===== src/rtl/dps_pkg.sv =====
// Package for the two-wire slave interface of the digital potentiometer
package dps_pkg;

	// Fixed upper address bits of the 7-bit slave address
	localparam logic [3:0] FIXED_ADDR_HI   = 4'h5;
	localparam logic [6:0] BCAST_ADDR      = 7'h00;
	// Ten-bit address prefix 11110xx
	localparam logic [4:0] TEN_BIT_PREFIX  = 5'h1e;
	localparam logic [3:0] BIT_COUNT_LAST  = 4'h7;
	localparam logic [1:0] PIN_SYNC_RESET  = 2'h3;
	// Memory locations that exist in the command map
	localparam logic [15:0] LOC_VALID_MASK = 16'h003f;
	localparam logic [1:0] OP_WRITE        = 2'h0;
	localparam logic [1:0] OP_INC          = 2'h1;
	localparam logic [1:0] OP_DEC          = 2'h2;
	localparam logic [1:0] OP_READ         = 2'h3;

	typedef enum logic [2:0]
	{
		ST_IDLE  = 3'b000,
		ST_ADDR  = 3'b001,
		ST_CMD   = 3'b010,
		ST_DATA  = 3'b011,
		ST_SEND  = 3'b100,
		ST_IGN   = 3'b101
	} dps_state_type;

	// Synchronised line levels and edge events
	typedef struct packed
	{
		logic scl;
		logic sda;
		logic scl_rise;
		logic scl_fall;
		logic start;
		logic stop;
	} dps_line_type;

	typedef struct packed
	{
		logic [2:0] strap;
		logic       strap_taken;
	} dps_strap_type;

endpackage : dps_pkg


===== src/rtl/dps_slave.sv =====
// Two-wire serial slave interface of the digital potentiometer
//
// Notes on behaviour
// Slave only: SCL is never driven, master makes clock and bus access.
// Master sends the address byte first after every start.
// SDA is captured on each rising SCL edge while it is an input.
// SDA change while SCL high is a start or stop, never data.
// SDA changes only while SCL low, except for start and stop.
// Standard, fast and highest rate clock modes up to 3.4 MHz.
// No clock stretching; read data is ready at once.
// Lowest strap is captured once after reset release and then held.
// Middle and upper straps should be tied static by the board.
// High-voltage input flags the current command sequence.
// Only 7-bit addresses; ten-bit frames are never acknowledged.
// Valid address is acknowledged by SDA low on the ninth clock.
// Non-matching address leaves SDA high on the ninth clock.
// Broadcast call acknowledged only when its enable is set.
// Invalid location and operation code pair is not acknowledged.
// After an error a new start resets the command state machine.
// Falling SDA while SCL high is a start that begins a transfer.
// Repeated start continues the transaction without a stop.
// Stop returns the interface to idle.
// Address is fixed 0101 followed by the three strap levels.
// SDA is released except for acknowledges and read data bits.
//
// Implementation choices: the address map and the plain strobed port.
`timescale 1ns/1ps
module dps_slave
#(
	parameter int DATA_W = 9
)
(
	input  wire logic              core_clk_in,
	input  wire logic              rst_in,
	input  wire logic              scl_in,
	input  wire logic              sda_in,
	input  wire logic              lowest_address_strap_in,
	input  wire logic              middle_address_strap_in,
	input  wire logic              upper_address_strap_in,
	input  wire logic              high_voltage_command_input_in,
	input  wire logic              broadcast_call_accept_enable_in,
	input  wire logic [DATA_W-1:0] read_data_in,
	output logic                   sda_out,
	output logic                   sda_oe_n_out,
	output logic                   scl_out,
	output logic                   scl_oe_n_out,
	output logic                   addressed_out,
	output logic                   broadcast_out,
	output logic                   high_voltage_cmd_out,
	output logic [3:0]             memory_location_field_out,
	output logic [1:0]             operation_code_field_out,
	output logic                   cmd_valid_out,
	output logic [DATA_W-1:0]      write_data_out,
	output logic                   write_strobe_out
);

	////////////////////////////////////////////////////////////////////////////
	// State

	typedef struct packed
	{
		dps_pkg::dps_state_type state;
		logic [3:0]             bit_cnt;
		logic [7:0]             shift;
		logic                   ack_phase;
		logic                   drive_low;
		logic                   rd;
		logic                   bcast;
		logic                   hv;
		logic [1:0]             data_idx;
		logic [DATA_W-1:0]      tx;
		logic [1:0]             lsa_meta;
		logic [1:0]             msa_meta;
		logic [1:0]             usa_meta;
		logic [1:0]             hv_meta;
		dps_pkg::dps_strap_type strap;
		logic [1:0]             strap_wait;
		logic [3:0]             loc;
		logic [1:0]             op;
		logic                   cmd_valid;
		logic [DATA_W-1:0]      wdata;
		logic                   wstrobe;
	} dps_slave_state_type;

	dps_slave_state_type   s_r;
	dps_slave_state_type   s_nxt;
	dps_pkg::dps_line_type line;

	dps_line_sync u_sync
	(
		.core_clk_in (core_clk_in),
		.rst_in      (rst_in),
		.scl_in      (scl_in),
		.sda_in      (sda_in),
		.line_out    (line)
	);

	////////////////////////////////////////////////////////////////////////////
	// Decoding

	function automatic logic combo_ok(input logic [3:0] loc, input logic [1:0] op);
		combo_ok = dps_pkg::LOC_VALID_MASK[loc] &
			((op == dps_pkg::OP_WRITE) | (op == dps_pkg::OP_READ) | (loc < 4'h2));
	endfunction : combo_ok

	logic [6:0] own_addr;
	logic [7:0] byte_in;

	always_comb
	begin
		own_addr = {dps_pkg::FIXED_ADDR_HI, s_r.strap.strap};
		byte_in  = {s_r.shift[6:0], line.sda};
	end

	////////////////////////////////////////////////////////////////////////////
	// Next state

	always_comb
	begin
		s_nxt          = s_r;
		s_nxt.wstrobe  = 1'b0;
		s_nxt.lsa_meta = {s_r.lsa_meta[0], lowest_address_strap_in};
		s_nxt.msa_meta = {s_r.msa_meta[0], middle_address_strap_in};
		s_nxt.usa_meta = {s_r.usa_meta[0], upper_address_strap_in};
		s_nxt.hv_meta  = {s_r.hv_meta[0], high_voltage_command_input_in};
		// Upper straps follow their static pins; lowest is frozen after reset
		s_nxt.strap.strap[2:1] = {s_r.usa_meta[1], s_r.msa_meta[1]};
		// Wait until the strap synchroniser holds the pin level, not its reset value
		if (!s_r.strap.strap_taken)
		begin
			if (s_r.strap_wait == 2'h2)
			begin
				s_nxt.strap.strap[0]    = s_r.lsa_meta[1];
				s_nxt.strap.strap_taken = 1'b1;
			end
			else
			begin
				s_nxt.strap_wait = s_r.strap_wait + 2'h1;
			end
		end
		if (s_r.state != dps_pkg::ST_IDLE && s_r.hv_meta[1])
		begin
			s_nxt.hv = 1'b1;
		end

		if (line.start)
		begin
			// Start or repeated start: command machine restarts on the address
			s_nxt.state     = dps_pkg::ST_ADDR;
			s_nxt.bit_cnt   = 4'h0;
			s_nxt.ack_phase = 1'b0;
			s_nxt.drive_low = 1'b0;
			s_nxt.bcast     = 1'b0;
			s_nxt.hv        = s_r.hv_meta[1];
		end
		else if (line.stop)
		begin
			s_nxt.state     = dps_pkg::ST_IDLE;
			s_nxt.drive_low = 1'b0;
			s_nxt.ack_phase = 1'b0;
			s_nxt.hv        = 1'b0;
		end
		else if (s_r.state != dps_pkg::ST_IDLE && s_r.state != dps_pkg::ST_IGN)
		begin
			if (line.scl_rise)
			begin
				if (s_r.ack_phase)
				begin
					// Master not-acknowledge ends a read
					if (s_r.state == dps_pkg::ST_SEND && line.sda)
					begin
						s_nxt.state = dps_pkg::ST_IGN;
					end
				end
				else
				begin
					s_nxt.shift   = byte_in;
					s_nxt.bit_cnt = s_r.bit_cnt + 4'h1;
				end
			end
			else if (line.scl_fall)
			begin
				// Outputs set on this edge change only while SCL is low
				s_nxt.drive_low = 1'b0;
				if (s_r.ack_phase)
				begin
					s_nxt.ack_phase = 1'b0;
					s_nxt.bit_cnt   = 4'h0;
					if (s_r.state == dps_pkg::ST_SEND)
					begin
						s_nxt.drive_low = ~s_r.tx[7];
						s_nxt.tx        = {s_r.tx[DATA_W-2:0], 1'b1};
					end
				end
				else if (s_r.bit_cnt == 4'h8)
				begin
					s_nxt.ack_phase = 1'b1;
					case (s_r.state)
						dps_pkg::ST_ADDR:
						begin
							s_nxt.rd = s_r.shift[0];
							if (s_r.shift[7:3] == dps_pkg::TEN_BIT_PREFIX)
							begin
								s_nxt.state = dps_pkg::ST_IGN;
							end
							else if (s_r.shift[7:1] == own_addr)
							begin
								s_nxt.drive_low = 1'b1;
								s_nxt.state     = dps_pkg::ST_CMD;
								s_nxt.data_idx  = 2'h0;
								if (s_r.shift[0])
								begin
									s_nxt.state    = dps_pkg::ST_SEND;
									s_nxt.tx       = read_data_in;
								end
							end
							else if (s_r.shift[7:1] == dps_pkg::BCAST_ADDR && !s_r.shift[0]
								&& broadcast_call_accept_enable_in)
							begin
								s_nxt.drive_low = 1'b1;
								s_nxt.bcast     = 1'b1;
								s_nxt.state     = dps_pkg::ST_CMD;
							end
							else
							begin
								s_nxt.state = dps_pkg::ST_IGN;
							end
						end
						dps_pkg::ST_CMD:
						begin
							s_nxt.loc       = s_r.shift[7:4];
							s_nxt.op        = s_r.shift[3:2];
							s_nxt.cmd_valid = combo_ok(s_r.shift[7:4], s_r.shift[3:2]);
							if (combo_ok(s_r.shift[7:4], s_r.shift[3:2]))
							begin
								s_nxt.drive_low = 1'b1;
								s_nxt.wdata     = {{(DATA_W-1){1'b0}}, s_r.shift[0]};
								s_nxt.state     = (s_r.shift[3:2] == dps_pkg::OP_WRITE) ?
									dps_pkg::ST_DATA : dps_pkg::ST_CMD;
								s_nxt.wstrobe   = (s_r.shift[3:2] != dps_pkg::OP_WRITE);
							end
							else
							begin
								s_nxt.state = dps_pkg::ST_IGN;
							end
						end
						dps_pkg::ST_DATA:
						begin
							s_nxt.drive_low = 1'b1;
							s_nxt.wdata     = {s_r.wdata[0], s_r.shift};
							s_nxt.wstrobe   = 1'b1;
							s_nxt.state     = dps_pkg::ST_CMD;
						end
						dps_pkg::ST_SEND:
						begin
							s_nxt.drive_low = 1'b0;
						end
						default:
						begin
							s_nxt.state = dps_pkg::ST_IGN;
						end
					endcase
				end
				else if (s_r.state == dps_pkg::ST_SEND)
				begin
					s_nxt.drive_low = ~s_r.tx[7];
					s_nxt.tx        = {s_r.tx[DATA_W-2:0], 1'b1};
				end
			end
		end
	end

	////////////////////////////////////////////////////////////////////////////
	// Registers

	always_ff @(posedge core_clk_in or posedge rst_in)
	begin
		if (rst_in)
		begin
			s_r <= '0;
		end
		else
		begin
			s_r <= s_nxt;
		end
	end

	always_comb
	begin
		sda_out                   = 1'b0;
		sda_oe_n_out              = ~s_r.drive_low;
		scl_out                   = 1'b0;
		scl_oe_n_out              = 1'b1;
		addressed_out             = (s_r.state != dps_pkg::ST_IDLE) && (s_r.state != dps_pkg::ST_IGN)
			&& (s_r.state != dps_pkg::ST_ADDR);
		broadcast_out             = s_r.bcast;
		high_voltage_cmd_out      = s_r.hv;
		memory_location_field_out = s_r.loc;
		operation_code_field_out  = s_r.op;
		cmd_valid_out             = s_r.cmd_valid;
		write_data_out            = s_r.wdata;
		write_strobe_out          = s_r.wstrobe;
	end

	////////////////////////////////////////////////////////////////////////////
	// Checks

	scl_never_low_a: assert property (@(posedge core_clk_in) disable iff (rst_in)
		scl_oe_n_out) else $error("SCL driven");

	stop_idles_a: assert property (@(posedge core_clk_in) disable iff (rst_in)
		line.stop |=> s_r.state == dps_pkg::ST_IDLE && sda_oe_n_out) else $error("stop not idle");

	start_addr_a: assert property (@(posedge core_clk_in) disable iff (rst_in)
		line.start |=> s_r.state == dps_pkg::ST_ADDR && s_r.bit_cnt == 4'h0) else $error("start lost");

	sda_hold_a: assert property (@(posedge core_clk_in) disable iff (rst_in)
		line.scl && !line.scl_rise && !line.start |=> $stable(sda_oe_n_out) || $past(line.stop))
		else $error("SDA moved high");

	nack_miss_a: assert property (@(posedge core_clk_in) disable iff (rst_in)
		line.scl_fall && s_r.state == dps_pkg::ST_ADDR && s_r.bit_cnt == 4'h8
		&& s_r.shift[7:1] != own_addr && s_r.shift[7:1] != dps_pkg::BCAST_ADDR
		|=> sda_oe_n_out) else $error("ack on miss");

	ack_hit_a: assert property (@(posedge core_clk_in) disable iff (rst_in)
		line.scl_fall && s_r.state == dps_pkg::ST_ADDR && s_r.bit_cnt == 4'h8
		&& s_r.shift[7:1] == own_addr && !line.start && !line.stop |=> !sda_oe_n_out) else $error("no ack");

	bcast_gate_a: assert property (@(posedge core_clk_in) disable iff (rst_in)
		s_r.bcast |-> $past(broadcast_call_accept_enable_in, 1) || $past(s_r.bcast)) else $error("bcast ack");

	strap_hold_a: assert property (@(posedge core_clk_in) disable iff (rst_in)
		s_r.strap.strap_taken && $past(s_r.strap.strap_taken) |-> $stable(s_r.strap.strap[0]))
		else $error("strap moved");

endmodule : dps_slave


===== src/rtl/dps_line_sync.sv =====
// Two-flop synchroniser and bus condition detector for the serial lines
`timescale 1ns/1ps
module dps_line_sync
(
	input  wire logic              core_clk_in,
	input  wire logic              rst_in,
	input  wire logic              scl_in,
	input  wire logic              sda_in,
	output dps_pkg::dps_line_type  line_out
);

	typedef struct packed
	{
		logic [1:0] scl_meta;
		logic [1:0] sda_meta;
		logic       scl_old;
		logic       sda_old;
		dps_pkg::dps_line_type line;
	} dps_sync_state_type;

	dps_sync_state_type s_r;
	dps_sync_state_type s_nxt;

	always_comb
	begin
		s_nxt          = s_r;
		s_nxt.scl_meta = {s_r.scl_meta[0], scl_in};
		s_nxt.sda_meta = {s_r.sda_meta[0], sda_in};
		s_nxt.scl_old  = s_r.scl_meta[1];
		s_nxt.sda_old  = s_r.sda_meta[1];
		s_nxt.line.scl = s_r.scl_meta[1];
		s_nxt.line.sda = s_r.sda_meta[1];
		s_nxt.line.scl_rise = s_r.scl_meta[1] & ~s_r.scl_old;
		s_nxt.line.scl_fall = ~s_r.scl_meta[1] & s_r.scl_old;
		// SDA moving while SCL stays high is a condition, not data
		s_nxt.line.start = s_r.scl_meta[1] & s_r.scl_old & s_r.sda_old & ~s_r.sda_meta[1];
		s_nxt.line.stop  = s_r.scl_meta[1] & s_r.scl_old & ~s_r.sda_old & s_r.sda_meta[1];
	end

	always_ff @(posedge core_clk_in or posedge rst_in)
	begin
		if (rst_in)
		begin
			s_r <= '{scl_meta: dps_pkg::PIN_SYNC_RESET, sda_meta: dps_pkg::PIN_SYNC_RESET,
				scl_old: 1'b1, sda_old: 1'b1,
				line: '{scl: 1'b1, sda: 1'b1, scl_rise: 1'b0, scl_fall: 1'b0, start: 1'b0, stop: 1'b0}};
		end
		else
		begin
			s_r <= s_nxt;
		end
	end

	assign line_out = s_r.line;

endmodule : dps_line_sync


===== config.mk =====
export PLATFORM = sky130hd
export DESIGN_NAME = dps_slave
export DESIGN_NICKNAME = d
export VERILOG_FILES = /design/src/rtl/dps_pkg.sv /design/src/rtl/dps_slave.sv /design/src/rtl/dps_line_sync.sv
export SDC_FILE = /design/constraint.sdc
export NUM_CORES = 1
export LEC_CHECK = 0
export ABC_AREA = 1
export BUFFER_PORTS_ARGS = -buffer_cell sky130_fd_sc_hd__buf_2
export CELL_PAD_IN_SITES_DETAIL_PLACEMENT = 0
export CELL_PAD_IN_SITES_GLOBAL_PLACEMENT = 2
export CORE_MARGIN = 4
export CORE_UTILIZATION = 36
export DETAILED_ROUTE_END_ITERATION = 8
export PLACE_DENSITY_LB_ADDON = 0.1
export SLEW_MARGIN = 20
export SYNTH_ARGS = -nofsm -noshare
export SYNTH_HDL_FRONTEND = slang
export SYNTH_SLANG_ARGS = --single-unit

===== constraint.sdc =====
create_clock -name core_clk_in -period 2.62 [get_ports core_clk_in]
set_input_delay 0.524 -clock core_clk_in [delete_from_list [all_inputs] [get_ports core_clk_in]]
set_output_delay 0.524 -clock core_clk_in [all_outputs]
set_load 0.01 [all_outputs]

==> tab_implementation.tex <==
\begin{tabular}{lr}
\hline
Metric & Value \\
\hline
\multicolumn{2}{l}{\textbf{Run status}} \\
Outcome & finished clean \\
\multicolumn{2}{l}{\textbf{Finish}} \\
Final net count & 422 \\
Layout overhead on the synthesized area & 11.0\% \\
Filler cell count & 982 \\
Fraction of layout cells with a size suffix above 1 & 0.289 \\
Most frequent standard cell in the layout excluding fill and tap cells & nand2\_1 \\
Post-route design area & 0.00379 mm\^{}2 \\
\# diodes & 0 \\
Layout Cells excl Fill & 534 \\
Most frequent cells in the layout & nand2\_1, dfrtp\_1, buf\_2 \\
\multicolumn{2}{l}{\textbf{Worst setup path}} \\
Worst-path maximum fanout & 11 \\
Critical path capture point type & register \\
Worst stage delay on the critical path & 410 ps \\
Arr. time, crit path & 2110 ps \\
Most used cell along the critical path & nand2\_1 \\
Slowest-stage cell, CP & dfrtp\_1 \\
Worst setup path category & reg -> reg \\
CP startpoint kind & register \\
Worst path required time & 2850 ps \\
Cells traversed along the worst timing path & inv\_2 > ha\_1 > nor2\_1 > nand2\_1 > nand2\_1 > inv\_1 > nand2\_2 > nand4\_2 > nand2\_1 > o21ai\_1 \\
\multicolumn{2}{l}{\textbf{Pwr}} \\
Share of power burned in registers & 0.455 \\
Internal portion of total power & 0.00195 W \\
Pleak & 1.96 nW \\
Proportion of power drawn by the clock network & 0.292 \\
Power per unit of standard cell area & 789 mW/mm\^{}2 \\
Combinational share of power & 0.253 \\
Net switching power of the design & 0.00104 W \\
Net switching fraction of the power & 0.349 \\
Peak supply drop & 0.000282 V \\
\multicolumn{2}{l}{\textbf{STA}} \\
Fraction of the cycle the final worst path needs & 0.716 \\
F\_max & 0.533 GHz \\
Final critical-path setup slack & 744 ps \\
Final Hold Fails & 0 \\
Unrepaired setup endpoints after global routing & false \\
Count of final setup violators & 0 \\
Post-Route Skew & 14.8 ps \\
Max-slew violation count & 0 \\
Setup\_tns & 0 ps \\
Post-route minimum period & 1880 ps \\
\multicolumn{2}{l}{\textbf{Floorplan}} \\
Die H & 105 um \\
Floorplan die area & 0.0111 mm\^{}2 \\
Row Count & 35 \\
IO Count & 42 \\
Core area & 0.00924 mm\^{}2 \\
Die boundary width & 105 um \\
Effective utilization at floorplan & 0.370 \\
\multicolumn{2}{l}{\textbf{Clock tree}} \\
Hold-fix buffers, CTS & 0 \\
Clock latency reported for the late side of the worst-skew pair & 340 ps \\
TritonCTS clock tree & yes \\
Number of gates given a new drive strength after cts & 0 \\
Count of buffers added by post-CTS timing repair for setup & 0 \\
TritonCTS Buffers & 9 \\
Number of levels the H-tree was split into & 3 \\
Clock net sink count & 68 \\
Clock tree root buffer cell & clkbuf\_8 \\
Clock Path Buffers & 2 \\
CTS clock-pin slew for the worst setup and hold paths & 80 ps \\
\multicolumn{2}{l}{\textbf{Global routing}} \\
Overflow left after global routing & 0 \\
Total track usage & 0.131 \\
Largest net degree at the start of global routing & 26 \\
Vias in the first global route & 2,227 \\
Global-route wire length before repair & 11.6 mm \\
Initial antenna violation count & 0 \\
\multicolumn{2}{l}{\textbf{Yosys}} \\
Mapped Cells & 372 \\
Summed instance area of the synthesized netlist & 0.00342 mm\^{}2 \\
Flops \& latches, synth & 68 \\
Synth unique cells & 39 \\
Synthesized area divided by synthesized cell count & 9.19 um\^{}2 \\
Part of the Yosys area used for sequential elements & 0.500 \\
Syn. warnings & 0 \\
\multicolumn{2}{l}{\textbf{Job}} \\
Number of maximum-capacitance violations & 0 \\
\multicolumn{2}{l}{\textbf{Drt}} \\
Detailed Route WL & 6.73 mm \\
First-pass iteration count of the detailed router & 4 \\
Final ANT Viol Nets & 0 \\
Final routed DRC violation total & 0 \\
Post-DR wirelength/cell & 12.6 um \\
Drt via density & 4.38 \\
Total via count in the routed design & 2,339 \\
Initial detailed-routing violation count & 48 \\
\multicolumn{2}{l}{\textbf{Placement}} \\
Post-Place Cells & 518 \\
Count of input and output buffers & 37 \\
Placement Cell Area & 0.00359 mm\^{}2 \\
Final weighted congestion of routability-driven global placement & 0.784 \\
DPL Wire Length & 4.96 mm \\
Post-Place Worst Slack & 725 ps \\
\multicolumn{2}{l}{\textbf{Worst hold path}} \\
Class of the worst hold path & in -> async \\
\hline
\end{tabular}
logic make-up after synthesis:
logic type                 share of synthesized area
AOI/OAI and AO/OA                              0.110
xor gates and xnor gates                     0.00769
adders and majority gates                     0.0146
buffers and inverters                          0.111
DFF                                            0.500
muxes                                         0.0176
other                                        0.00220
and+or+nand+nor                                0.237
cells in the mapped netlist (all sizes together):
cell	instances	share of area
inv	48	0.054
ha	4	0.015
conb	2	0.0022
nand4	5	0.015
dfstp	6	0.046
mux2i	6	0.018
xor2	2	0.0051
nor3	4	0.0092
a21oi	7	0.010
o31ai	1	0.0022
nand3b	1	0.0022
a211oi	1	0.0022
buf	23	0.056
nor2	26	0.045
nand3	17	0.035
dfrtp	62	0.45
xnor2	1	0.0026
a21boi	2	0.0044
clkinv	1	0.0011
o211ai	1	0.0022
o22ai	1	0.0018
o21ai	48	0.087
nand2	102	0.13
and2	1	0.0018
worst max-delay path, delay by kind of cell (launching register included):
family | cells | cell delay, ps
AO/OA/AOI/OAI | 1 | 70
buffers and inverters | 2 | 210
flip-flops | 1 | 410
AND/OR/NAND/NOR | 6 | 840
adder cells (fa/ha/maj) | 1 | 250
power groups by stage:
stage / sequential, W / combinational (W) / clock [W]
detailed placement: 0.00138 / 0.000772 / 0
global route: 0.00139 / 0.000870 / 0.000955
finish: 0.00136 / 0.000757 / 0.000873
global placement: 0.00138 / 0.000768 / 0
floorplan: 0.00135 / 0.000622 / 0
CTS: 0.00136 / 0.000777 / 0.000905
cell type report:
type                       count  area (um^2)  share of cell area
timing repair buffer          39          200              0.0528
tap                          129          161              0.0426
clock inverter                 6         63.8              0.0168
inverter                      49          189              0.0498
sequential                    68         1710               0.451
clock buffer                  10          138              0.0363
multi-input combinational    233         1330               0.351
metrics by stage:
stage	hold WS [ps]	power (W)	utilization
floorplan	331	0.00197	-
global placement	332	0.00215	0.389
detailed placement	336	0.00215	0.389
CTS	204	0.00305	0.410
global route	228	0.00321	0.410
finish	194	0.00299	0.410
sequential cells by signal, summed over array words and instances (netlist names):
register,cells
broadcast_out,1
byte_in,7
cmd_valid_out,1
high_voltage_cmd_out,1
memory_location_field_out,4
operation_code_field_out,2
own_addr,3
s_nxt,6
s_r,23
u_sync.line_out,4
u_sync.s_nxt,4
u_sync.s_r,2
write_data_out,9
write_strobe_out,1
path summary, 6_finish.rpt:
kind | from | endpoint | slack, ps | cells past startpoint
setup / recovery | byte_in[3] | write_data_out[1] | 740 | 10
hold / removal | rst_in | s_nxt[26] | 190 | 2
setup reg to reg | byte_in[3] | write_data_out[1] | 740 | 10
hold reg to reg | s_nxt[28] | s_nxt[21] | 350 | 0
max in group asynchronous | rst_in | u_sync.s_r[7] | 1710 | 3
min in group core_clk_in | scl_in | u_sync.s_nxt[11] | 280 | 1
layer usage:
layer,track usage,wire length (um),vias to the layer above
met1,0.195,3510,1071
met5,0,0,-
met4,0.0478,101,0
met3,0.0269,248,8
met2,0.186,2880,39
li1,-,-,1221
(Power assumes the default switching activity.)
